### config.mk
export PLATFORM = sky130hd
export DESIGN_NAME = t2c_timer
export DESIGN_NICKNAME = d
export VERILOG_FILES = /design/src/hdl/t2c_div.v /design/src/hdl/t2c_sync.v /design/src/hdl/t2c_timer.v
export VERILOG_INCLUDE_DIRS = /design/src /design/src/hdl
export SDC_FILE = /design/constraint.sdc
export NUM_CORES = 1
export LEC_CHECK = 0
export ABC_AREA = 1
export BUFFER_PORTS_ARGS = -buffer_cell sky130_fd_sc_hd__buf_2
export CAP_MARGIN = 25
export CORE_ASPECT_RATIO = 0.75
export CORE_UTILIZATION = 30
export DETAILED_ROUTE_END_ITERATION = 12
export GPL_TIMING_DRIVEN = 0
export PLACE_DENSITY = 0.56
export SLEW_MARGIN = 0
export SYNTH_ARGS = -nofsm -noshare
export SYNTH_HDL_FRONTEND = slang
export SYNTH_SLANG_ARGS = --single-unit
### constraint.sdc
create_clock -name clock -period 2 [get_ports clock]
set_input_delay 0.4 -clock clock [delete_from_list [all_inputs] [get_ports clock]]
set_output_delay 0.4 -clock clock [all_outputs]
set_load 0.01 [all_outputs]
### src/hdl/t2c_consts.vh
// register offsets, field positions, reset values and timing counts for the timer
`ifndef T2C_CONSTS_VH
`define T2C_CONSTS_VH

// apb byte offsets
`define T2C_OFF_CTRL      12'h000
`define T2C_OFF_CLKSEL    12'h004
`define T2C_OFF_CNT       12'h008
`define T2C_OFF_RELOAD    12'h00C
`define T2C_OFF_IRQ_STAT  12'h010
`define T2C_OFF_IRQ_MASK  12'h014
`define T2C_OFF_IRQ_EN    12'h018

// control register fields
`define T2C_B_HOVF        7
`define T2C_B_LOVF        6
`define T2C_B_LIRQ_EN     5
`define T2C_B_CAP_EN      4
`define T2C_B_SPLIT       3
`define T2C_B_RUN         2
`define T2C_B_XSEL_HI     1
`define T2C_B_XSEL_LO     0

// clock select register fields
`define T2C_B_HCLK_SEL    1
`define T2C_B_LCLK_SEL    0

// status / mask bit positions
`define T2C_I_HOVF        0
`define T2C_I_LOVF        1
`define T2C_I_CAP         2

// reset values
`define T2C_RST_CTRL      8'h00
`define T2C_RST_BYTE      8'h00

// source select codes
`define T2C_XSEL_RTC      2'h3
`define T2C_XSEL_CMP_MIN  2'h2

// dividers
`define T2C_SYS_DIV       12
`define T2C_RTC_DIV       8
`define T2C_SYS_DIV_LAST  4'hB
`define T2C_RTC_DIV_LAST  3'h7

`endif

### src/hdl/t2c_div.v
// prescalers: system clock divided by 12 and rtc edges divided by 8
`timescale 1ns/10ps
`include "t2c_consts.vh"

module t2c_div
(
   // clock and reset
   input  wire clock,
   input  wire resetn,
   // synchronised rtc rising edge
   input  wire rtc_tick,
   // one-cycle ticks
   output wire sys12_tick,
   output wire rtc8_tick
);

   reg [3:0] sys_cnt_r;
   reg [2:0] rtc_cnt_r;

   // free-running dividers so the ticks never depend on mode changes
   always @(posedge clock or negedge resetn)
   begin
      if (!resetn)
      begin
         sys_cnt_r <= 4'h0;
         rtc_cnt_r <= 3'h0;
      end
      else
      begin
         if (sys_cnt_r == `T2C_SYS_DIV_LAST)
            sys_cnt_r <= 4'h0;
         else
            sys_cnt_r <= sys_cnt_r + 4'h1;
         if (rtc_tick)
            rtc_cnt_r <= rtc_cnt_r + 3'h1;
      end
   end

   assign sys12_tick = (sys_cnt_r == `T2C_SYS_DIV_LAST);
   assign rtc8_tick  = rtc_tick & (rtc_cnt_r == `T2C_RTC_DIV_LAST);

endmodule // t2c_div

### src/hdl/t2c_sync.v
// two-flip-flop synchroniser with rising-edge pulse behind it
`timescale 1ns/10ps

module t2c_sync
(
   // clock and reset
   input  wire clock,
   input  wire resetn,
   // async level in, edge pulse out
   input  wire async_in,
   output wire rise_pulse
);

   reg meta_r;
   reg sync_r;
   reg prev_r;

   // only sync_r and prev_r are looked at; meta_r feeds sync_r alone
   always @(posedge clock or negedge resetn)
   begin
      if (!resetn)
      begin
         meta_r <= 1'b0;
         sync_r <= 1'b0;
         prev_r <= 1'b0;
      end
      else
      begin
         meta_r <= async_in;
         sync_r <= meta_r;
         prev_r <= sync_r;
      end
   end

   assign rise_pulse = sync_r & ~prev_r;

endmodule // t2c_sync

### src/hdl/t2c_timer.v
// auto-reload 8/16-bit timer with capture, control register and apb slave
//
// The APB slave port and the placing of the registers were chosen for this implementation.
`timescale 1ns/10ps
`include "t2c_consts.vh"

module t2c_timer
(
   // clock and reset
   input  wire        clock,
   input  wire        resetn,
   // apb slave
   input  wire        psel,
   input  wire        penable,
   input  wire        pwrite,
   input  wire [11:0] paddr,
   input  wire [31:0] pwdata,
   output wire        pready,
   output reg  [31:0] prdata,
   output wire        pslverr,
   // asynchronous sources
   input  wire        rtc_clock_in,
   input  wire        comparator0_in,
   // interrupt
   output wire        irq
);

   // ------------------------------------------------------------------
   // registers
   // ------------------------------------------------------------------
   reg  [7:0]  ctrl_r;
   reg  [1:0]  clksel_r;
   reg  [7:0]  cnt_lo_r;
   reg  [7:0]  cnt_hi_r;
   reg  [7:0]  rld_lo_r;
   reg  [7:0]  rld_hi_r;
   reg  [2:0]  stat_r;
   reg  [2:0]  mask_r;
   reg         timer_irq_en_r;
   reg         rld_lo_pend_r;
   reg         rld_hi_pend_r;
   reg  [7:0]  ctrl_nxt;
   reg  [2:0]  stat_nxt;

   wire        rtc_rise;
   wire        cmp_rise;
   wire        sys12_tick;
   wire        rtc8_tick;

   // ------------------------------------------------------------------
   // source synchronisation and prescale
   // ------------------------------------------------------------------
   // async pins pass two flops before any edge logic
   t2c_sync u_sync_rtc (
      .clock      (clock),
      .resetn     (resetn),
      .async_in   (rtc_clock_in),
      .rise_pulse (rtc_rise)
   );

   t2c_sync u_sync_cmp (
      .clock      (clock),
      .resetn     (resetn),
      .async_in   (comparator0_in),
      .rise_pulse (cmp_rise)
   );

   t2c_div u_div (
      .clock      (clock),
      .resetn     (resetn),
      .rtc_tick   (rtc_rise),
      .sys12_tick (sys12_tick),
      .rtc8_tick  (rtc8_tick)
   );

   // ------------------------------------------------------------------
   // clock and trigger selection
   // ------------------------------------------------------------------
   wire [1:0] xsel    = ctrl_r[`T2C_B_XSEL_HI:`T2C_B_XSEL_LO];
   wire       split   = ctrl_r[`T2C_B_SPLIT];
   wire       run     = ctrl_r[`T2C_B_RUN];
   wire       cap_en  = ctrl_r[`T2C_B_CAP_EN];
   wire       ext_tick = (xsel == `T2C_XSEL_RTC) ? rtc8_tick : sys12_tick;
   wire       cap_trig = (xsel >= `T2C_XSEL_CMP_MIN) ? cmp_rise : rtc8_tick;

   // each byte chooses between external tick and system clock
   wire       lo_src  = clksel_r[`T2C_B_LCLK_SEL] ? 1'b1 : ext_tick;
   wire       hi_src  = clksel_r[`T2C_B_HCLK_SEL] ? 1'b1 : ext_tick;

   // in 16-bit mode the low byte select drives the whole counter
   wire       lo_tick = split ? lo_src : (run & lo_src);
   wire       hi_tick = split ? (run & hi_src) : 1'b0;

   // capture mode freezes reload behaviour and latches on the trigger
   wire       cap_evt = cap_en & cap_trig;

   // ------------------------------------------------------------------
   // apb decode
   // ------------------------------------------------------------------
   // zero wait states: every access completes in its access phase
   wire       acc   = psel & penable;
   wire       wr    = acc & pwrite;
   wire       hit   = (paddr == `T2C_OFF_CTRL)     || (paddr == `T2C_OFF_CLKSEL) ||
                      (paddr == `T2C_OFF_CNT)      || (paddr == `T2C_OFF_RELOAD) ||
                      (paddr == `T2C_OFF_IRQ_STAT) || (paddr == `T2C_OFF_IRQ_MASK) ||
                      (paddr == `T2C_OFF_IRQ_EN);
   wire       wr_ctrl = wr & (paddr == `T2C_OFF_CTRL);
   wire       wr_cnt  = wr & (paddr == `T2C_OFF_CNT);
   wire       wr_rld  = wr & (paddr == `T2C_OFF_RELOAD);

   assign pready  = 1'b1;
   assign pslverr = acc & ~hit;

   // ------------------------------------------------------------------
   // counters
   // ------------------------------------------------------------------
   wire lo_wrap  = lo_tick & ~rld_lo_pend_r & (cnt_lo_r == 8'hFF);
   wire hi_wrap8 = hi_tick & ~rld_hi_pend_r & (cnt_hi_r == 8'hFF);
   wire wrap16   = ~split & lo_wrap & (cnt_hi_r == 8'hFF);
   wire hi_ovf   = split ? hi_wrap8 : wrap16;

   // a wrap passes through 0x00, then the next count clock loads reload
   always @(posedge clock or negedge resetn)
   begin
      if (!resetn)
      begin
         cnt_lo_r      <= `T2C_RST_BYTE;
         cnt_hi_r      <= `T2C_RST_BYTE;
         rld_lo_pend_r <= 1'b0;
         rld_hi_pend_r <= 1'b0;
      end
      else if (wr_cnt)
      begin
         cnt_lo_r      <= pwdata[7:0];
         cnt_hi_r      <= pwdata[15:8];
         rld_lo_pend_r <= 1'b0;
         rld_hi_pend_r <= 1'b0;
      end
      else
      begin
         if (lo_tick)
         begin
            if (rld_lo_pend_r)
            begin
               cnt_lo_r      <= rld_lo_r;
               rld_lo_pend_r <= 1'b0;
               if (!split)
               begin
                  cnt_hi_r      <= rld_hi_r;
                  rld_hi_pend_r <= 1'b0;
               end
            end
            else
            begin
               cnt_lo_r <= cnt_lo_r + 8'h01;
               if (!split && cnt_lo_r == 8'hFF)
                  cnt_hi_r <= cnt_hi_r + 8'h01;
               // in capture mode the reload register holds captures, so free-run
               if (split && lo_wrap && !cap_en)
                  rld_lo_pend_r <= 1'b1;
               if (wrap16 && !cap_en)
                  rld_lo_pend_r <= 1'b1;
            end
         end
         if (hi_tick)
         begin
            if (rld_hi_pend_r)
            begin
               cnt_hi_r      <= rld_hi_r;
               rld_hi_pend_r <= 1'b0;
            end
            else
            begin
               cnt_hi_r <= cnt_hi_r + 8'h01;
               if (hi_wrap8 && !cap_en)
                  rld_hi_pend_r <= 1'b1;
            end
         end
      end
   end

   // ------------------------------------------------------------------
   // reload / capture register
   // ------------------------------------------------------------------
   // a capture in the same cycle as a software write wins: it is the event
   always @(posedge clock or negedge resetn)
   begin
      if (!resetn)
      begin
         rld_lo_r <= `T2C_RST_BYTE;
         rld_hi_r <= `T2C_RST_BYTE;
      end
      else if (cap_evt)
      begin
         rld_lo_r <= cnt_lo_r;
         rld_hi_r <= cnt_hi_r;
      end
      else if (wr_rld)
      begin
         rld_lo_r <= pwdata[7:0];
         rld_hi_r <= pwdata[15:8];
      end
   end

   // ------------------------------------------------------------------
   // control register with overflow flags
   // ------------------------------------------------------------------
   // software may write the flags either way; hardware sets win the cycle
   always @*
   begin
      ctrl_nxt = ctrl_r;
      if (wr_ctrl)
         ctrl_nxt = pwdata[7:0];
      if (hi_ovf || cap_evt)
         ctrl_nxt[`T2C_B_HOVF] = 1'b1;
      if (lo_wrap)
         ctrl_nxt[`T2C_B_LOVF] = 1'b1;
   end

   always @(posedge clock or negedge resetn)
   begin
      if (!resetn)
      begin
         ctrl_r         <= `T2C_RST_CTRL;
         clksel_r       <= 2'h0;
         mask_r         <= 3'h0;
         timer_irq_en_r <= 1'b0;
      end
      else
      begin
         ctrl_r <= ctrl_nxt;
         if (wr && paddr == `T2C_OFF_CLKSEL)
            clksel_r <= pwdata[1:0];
         if (wr && paddr == `T2C_OFF_IRQ_MASK)
            mask_r <= pwdata[2:0];
         if (wr && paddr == `T2C_OFF_IRQ_EN)
            timer_irq_en_r <= pwdata[0];
      end
   end

   // ------------------------------------------------------------------
   // interrupt status
   // ------------------------------------------------------------------
   // write one to clear; a new event in the clearing cycle stays set
   always @*
   begin
      stat_nxt = stat_r;
      if (wr && paddr == `T2C_OFF_IRQ_STAT)
         stat_nxt = stat_r & ~pwdata[2:0];
      if (hi_ovf)
         stat_nxt[`T2C_I_HOVF] = 1'b1;
      if (lo_wrap && ctrl_r[`T2C_B_LIRQ_EN])
         stat_nxt[`T2C_I_LOVF] = 1'b1;
      if (cap_evt)
         stat_nxt[`T2C_I_CAP] = 1'b1;
   end

   always @(posedge clock or negedge resetn)
   begin
      if (!resetn)
         stat_r <= 3'h0;
      else
         stat_r <= stat_nxt;
   end

   // the timer-level enable gates the whole group
   assign irq = timer_irq_en_r & |(stat_r & mask_r);

   // ------------------------------------------------------------------
   // read mux
   // ------------------------------------------------------------------
   always @(posedge clock or negedge resetn)
   begin
      if (!resetn)
         prdata <= 32'h00000000;
      else if (psel && !penable && !pwrite)
      begin
         if (paddr == `T2C_OFF_CTRL)
            prdata <= {24'h000000, ctrl_r};
         else if (paddr == `T2C_OFF_CLKSEL)
            prdata <= {30'h00000000, clksel_r};
         else if (paddr == `T2C_OFF_CNT)
            prdata <= {16'h0000, cnt_hi_r, cnt_lo_r};
         else if (paddr == `T2C_OFF_RELOAD)
            prdata <= {16'h0000, rld_hi_r, rld_lo_r};
         else if (paddr == `T2C_OFF_IRQ_STAT)
            prdata <= {29'h00000000, stat_r};
         else if (paddr == `T2C_OFF_IRQ_MASK)
            prdata <= {29'h00000000, mask_r};
         else if (paddr == `T2C_OFF_IRQ_EN)
            prdata <= {31'h00000000, timer_irq_en_r};
         else
            prdata <= 32'h00000000;
      end
   end

endmodule // t2c_timer

=== Word level (Yosys, flattened, before mapping) ===
Index checks and enable logic that the tools add are counted.
Widths: inputs -> output; s select.

* Flip-flop bits (word level): 96
* Input port bits: 51
* Logic and storage cells: 152

* Add/sub/neg operators: 4
* Order comparisons: 1
* Equal/unequal tests: 12
* Multiplexer cells: 48
* Bitwise logic cells: 28
* Reduce and logical (&&, ||, !) cells: 35

{| class="wikitable"
|+ Operators with widths
! cell !! count
|-
| $mux 8 || 15
|-
| $mux 16 || 4
|-
| $eq 12x5->1 const B || 3
|-
| $mux 1 || 25
|-
| $eq 12x4->1 const B || 2
|-
| $and 1x1->1 || 19
|-
| $add 8x1->8 const B || 2
|-
| $eq 8x8->1 const B || 2
|-
| $reduce_bool 2->1 || 7
|-
| $eq 12x3->1 const B || 1
|-
| $logic_and 1x1->1 || 12
|-
| $logic_not 12->1 || 1
|-
| $mux 3 || 3
|-
| $logic_or 1x1->1 || 7
|-
| $and 3x3->3 || 2
|-
| $not 1->1 || 6
|-
| $add 4x1->4 const B || 1
|-
| $eq 4x4->1 const B || 1
|-
| $logic_not 1->1 || 4
|-
| $mux 4 || 1
|-
| $ne 4x2->1 const B || 1
|-
| $reduce_bool 4->1 || 1
|-
| $add 3x1->3 const B || 1
|-
| $eq 3x3->1 const B || 1
|-
| other kinds (6) || 6
|}

=== Longest topological paths before layout ===
* Depth after elaboration: 16
* Depth in mapped cells: 13
* Depth with buffers taken out: 12

=== Modules after synthesis ===
From an unflattened synthesis, not the netlist that was laid out.

* Cells, all modules: 604
* Area, all modules: 4623.2 sq um

{| class="wikitable"
|+ By module, submodules not included
! module !! times used !! cells each !! area each (sq um)
|-
| t2c_timer || 1 || 564 || 4151.5
|-
| t2c_div || 1 || 30 || 301.5
|-
| t2c_sync || 2 || 5 || 85.1
|}

=== Worst setup path before layout ===
Ideal clock, no wire load.

* Kind: register -> register
* Start: register u_div.rtc_cnt_r[0]
* End: register cnt_hi_r[3]
* Arrival time: 1580 ps
* Data required time: 1882 ps
* Path slack: 303 ps
* Stages on the path, launching flop included: 14
* Path buffers: 1
* Path through: dfrtp_1 -> ha_1 -> ha_1 -> nand3_1 -> nand3_1 -> nand2_1 -> nand2_1 -> nand2_1 -> buf_2 -> inv_2 -> nand2_1 -> nand3_1 -> nand3_1 -> nand2_1

* Cells in the longest elaborated chain, start to end: 8

{| class="wikitable"
|+ RTL lines
! what !! line !! source
|-
| from (decl) || t2c_div.v:18 || <nowiki>reg [2:0] rtc_cnt_r;</nowiki>
|-
| from (signal assigned) || t2c_div.v:35 || <nowiki>rtc_cnt_r <= rtc_cnt_r + 3'h1;</nowiki>
|-
| $eq 3x3->1 (no source line) * || -- ||
|-
| $and 1x1->1 * || t2c_div.v:40 || <nowiki>assign rtc8_tick = rtc_tick & (rtc_cnt_r == `T2C_RTC_DIV_LAST);</nowiki>
|-
| $mux 1 * || t2c_timer.v:83 || <nowiki>wire ext_tick = (xsel == `T2C_XSEL_RTC) ? rtc8_tick : sys12_tick;</nowiki>
|-
| $mux 1 (on tied branches) || t2c_timer.v:88, t2c_timer.v:87 ||
|-
| $and 1x1->1 (on tied branches) || t2c_timer.v:92, t2c_timer.v:91 ||
|-
| $mux 1 (on tied branches) || t2c_timer.v:92, t2c_timer.v:91 ||
|-
| $ne 4x2->1 (no source line) (tied with other cells) || -- ||
|-
| $reduce_and 3->1 (no source line) / $mux 8 (equally long branches) || -- ||
|-
| to (signal assigned) || t2c_timer.v:128 || <nowiki>cnt_hi_r <= `T2C_RST_BYTE;</nowiki>
|-
| to (signal assigned) || t2c_timer.v:135 || <nowiki>cnt_hi_r <= pwdata[15:8];</nowiki>
|-
| to (signal assigned) || t2c_timer.v:149 || <nowiki>cnt_hi_r <= rld_hi_r;</nowiki>
|-
| to (decl) || t2c_timer.v:34 || <nowiki>reg [7:0] cnt_hi_r;</nowiki>
|}

Every way passes the cells marked *; elsewhere a longest branch is shown, timed or not.
A chain may end at the register's enable or synchronous reset.

=== Final worst setup path ===
* Start: input paddr[10]
* End: output pslverr

* Cells in the longest elaborated chain, start to end: 9

{| class="wikitable"
|+ RTL lines
! what !! line !! source
|-
| from (decl) || t2c_timer.v:16 || <nowiki>input wire [11:0] paddr,</nowiki>
|-
| $eq 12x3->1 (no source line) / $logic_not 12->1 (equally long branches) || -- ||
|-
| $logic_or 1x1->1 (5 in series) || t2c_timer.v:103 || <nowiki>wire hit = (paddr == `T2C_OFF_CTRL) || (paddr == `T2C_OFF_CLKSEL) ||</nowiki>
|-
| $logic_or 1x1->1 * || t2c_timer.v:103 ||
|-
| $not 1->1 * || t2c_timer.v:112 || <nowiki>assign pslverr = acc & ~hit;</nowiki>
|-
| $and 1x1->1 * || t2c_timer.v:112 ||
|-
| to (decl) || t2c_timer.v:20 || <nowiki>output wire pslverr,</nowiki>
|}

Marked as above.

==> flow_metrics.py <==
metrics = {
    "cts": {
        "cts-root-buf": "clkbuf_16",
        "clock_sinks": 80,
        "clockBufferDepth": 2,
        "cts_tree": "built",
        "cts.htree.levels": 3,
        "numCtsBuffers": 9,
        "cts.clk_slew.worst_paths_ns": 0.07,
        "clk_latency_ns": 0.35,
    },
    "timing": {
        "finalCriticalPeriod_ns": 1.900,
        "clock-skew-final_ns": 0.008808,
        "period_share": 0.9502,
        "slew_headroom": 0.5460,
        "rsz0062_at_grt": "no",
        "setup_violations": 0,
        "final-hold-violation-count": 0,
        "drv_slew": 0,
        "setup_ws_ns": 0.09952,
        "max_freq_ghz": 0.5262,
        "worst_pin_slew_ns": 0.6758,
    },
    "logic_synthesis": {
        "synthTopCellsByArea": "dfrtp_1 (41%), nand2_1 (15%), nand3_1 (6.5%), inv_1 (4.9%), o21ai_0 (4.3%)",
        "yosysWarnings": 0,
        "synth-edff-count": 0,
        "synth_area_sq_mm": 0.004838,
        "synthCells": 650,
        "synth_cell_type_count": 40,
        "yosysSeqAreaShare": 0.4138,
        "dominantRegCellSynth": "dfrtp_1",
        "async_flop_share": 1.000,
        "yosys.area.top_type": "dfrtp_1",
        "avgSynthCellArea_sq_um": 7.444,
        "synth_top_area_frac": 0.4138,
        "ys_ff_latch": 80,
    },
    "placed_design": {
        "pre_cts_ws_ns": -0.1623,
        "port-buffer-count": 52,
        "dpl.hpwl_microns": 10820,
        "finalWeightedCongestion": 0.8949,
    },
    "finish": {
        "multiInputGateArea_sq_mm": 0.002427,
        "final_core_util": 0.3791,
        "drive_gt1_frac": 0.2246,
        "seqCellArea_sq_mm": 0.002002,
        "final_common_cell": "nand2_1",
        "final_cell_mix": "nand2_1 (181), dfrtp_1 (80), inv_1 (62)",
        "n_fill_cell": 1644,
        "syn2layout_area_growth_pct": 21.20,
        "antennaDiodeCount": 0,
        "nets": 790,
    },
    "run_status": {
        "status": "finished clean",
    },
    "global_route": {
        "grt_usage": 0.1829,
        "gr-total-overflow": 0,
        "grt_max_degree": 55,
        "antenna_found_initial": 0,
        "grt_pass1_wl_microns": 23230,
        "grt_pass1_vias": 4144,
    },
    "critical_path": {
        "path_class": "in -> out",
        "cp-start-kind": "primary input",
        "crit_required_ns": 1.60,
        "end_kind": "output pin",
        "arrival_ns": 1.50,
        "cp_max_fo": 5,
    },
    "drt": {
        "postRouteAntennaNets": 0,
        "dr.pass1.iters": 5,
        "post-route-drc-count": 0,
        "drt_iter0_markers": 419,
        "vias": 4595,
        "drt-total-wl_microns": 14670,
        "vias_per_cell": 4.868,
        "wl_per_cell_microns": 15.54,
    },
    "power": {
        "p_leak_nw": 2.960,
        "pwr-share-clk": 0.391,
        "vdd_drop_max_mv": 0.3881,
        "powerDensity_mw_per_mm2": 742.7,
        "internal_power_mw": 3.084,
        "switchingPower_mw": 1.272,
        "pwr-share-seq": 0.454,
        "netSwitchingFraction": 0.2920,
        "pwr-share-comb": 0.155,
    },
    "die": {
        "die-area_sq_mm": 0.01664,
        "start_util": 0.3128,
        "chipWidth_microns": 148.6,
        "num_rows": 39,
        "coreArea_sq_mm": 0.01547,
        "top_level_ports": 86,
        "die_y_microns": 112.0,
    },
    "flow_run": {
        "max_cap_viol_count": 0,
    },
    "min_path": {
        "hold_class": "in -> reg",
    },
}
==> cell type report <==
type,count,share of cell area
clock buffer,9,0.03840
clock inverter,7,0.01323
timing repair buffer,59,0.05910
multi-input combinational,470,0.4139
sequential,80,0.3414
inverter,79,0.05057
tap,205,0.04374
buffer,35,0.03968
==> power groups by stage <==
stage / combinational (mW) / sequential (mW) / clock, mW
2_1_floorplan: 0.444 / 1.96 / 0
3_3_place_gp: 0.627 / 2.00 / 0
5_1_grt: 0.768 / 2.00 / 1.79
4_1_cts: 0.652 / 1.97 / 1.72
6_report: 0.676 / 1.98 / 1.70
3_5_place_dp: 0.648 / 2.00 / 0
==> synth_stat cells (2+ instances only) <==
library cell,instances
o21ai_1,36
buf_2,5
nor2_2,4
a21oi_1,9
o221ai_1,7
nor3_2,2
buf_6,3
nand3_1,63
nand3_2,3
nor2_4,3
nor3_1,3
mux2i_1,2
conb_1,2
dfrtp_1,80
nand3_4,2
nor2_1,31
xnor2_1,3
clkbuf_1,10
buf_4,18
xor2_1,6
ha_1,5
o21ai_2,7
nand2_1,187
o21ai_0,42
inv_2,15
o22ai_1,11
inv_1,63
mux2_2,2
or2_2,2
nand4_1,10
nand2_2,5
==> path summary, 6_finish.rpt <==
check,startpoint,endpoint,slack [ns],cells after the start
max,paddr[10],pslverr,0.1,8
min,comparator0_in,u_sync_cmp.meta_r$_DFF_PN0_,0.16,1
max reg2reg,u_div.rtc_cnt_r[0]$_DFFE_PN0P_,cnt_hi_r[7]$_DFFE_PN0P_,0.14,10
min reg2reg,u_sync_rtc.meta_r$_DFF_PN0_,u_sync_rtc.sync_r$_DFF_PN0_,0.35,0
max in group asynchronous,resetn,cnt_hi_r[2]$_DFFE_PN0P_,0.88,3
min in group asynchronous,resetn,u_sync_rtc.meta_r$_DFF_PN0_,0.52,2
==> what timing repair did <==
item	CTS	global route
hold endpoints to repair	19	0
hold buffers	1	0
setup buffers	0	5
gates resized for setup	8	20
setup endpoints to repair	24	31
pin swaps	0	8
==> critical path, stage by stage <==
cell and delay (ns):
buf_2 0.08, inv_2 0.03, nand4_1 0.22, nor3_2 0.09, nor2_1 0.12, nand2_1 0.08
nor4_2 0.28, buf_2 0.18
==> per-stage QoR <==
| stage | hold WS [ns] | instances | TNS (ns) | power (mW) | area (sq um) |
|---|---|---|---|---|---|
| floorplan | 0.1044 | 665 | 0 | 2.402 | 4895 |
| global placement | 0.3339 | 922 | -16.25 | 2.627 | 5411 |
| detailed placement | 0.3411 | 923 | -1.813 | 2.648 | 5441 |
| CTS | 0.1504 | 940 | 0 | 4.345 | 5782 |
| global route | 0.1498 | 944 | 0 | 4.556 | 5864 |
| finish | 0.1553 | 944 | 0 | 4.355 | 5864 |
==> sequential cells by signal (all words and copies together), names as in the netlist, 2 cells and up <==
signal	flops
u_div.sys_cnt_r	4
cnt_hi_r	8
mask_r	3
rld_hi_r	8
cnt_lo_r	8
rld_lo_r	8
clksel_r	2
stat_r	3
prdata	16
ctrl_r	8
u_div.rtc_cnt_r	3
==> metal layers <==
metal | GRT usage | up-vias | part of all wire
met3 | 0.02951 | 11 | 0.081
met1 | 0.3031 | 2121 | 0.53
met2 | 0.2349 | 201 | 0.38
li1 | - | 2262 | -
met4 | 0.04811 | 0 | 0.0090
met5 | 0 | - | 0
==> cells by family (layout without fill, tap and decap cells) <==
logic type      Yosys count  count (layout)  synth area share
xor+xnor                  9               9           0.01629
buf+inv                 115             189            0.1091
mux                       4               4          0.008792
other cells               2              17          0.001552
compound gates          114             114            0.1332
fa+ha+maj                 5               5           0.01293
flops                    80              80            0.4138
simple gates            321             321            0.3044
No activity file was read; power rests on OpenSTA's default activity.
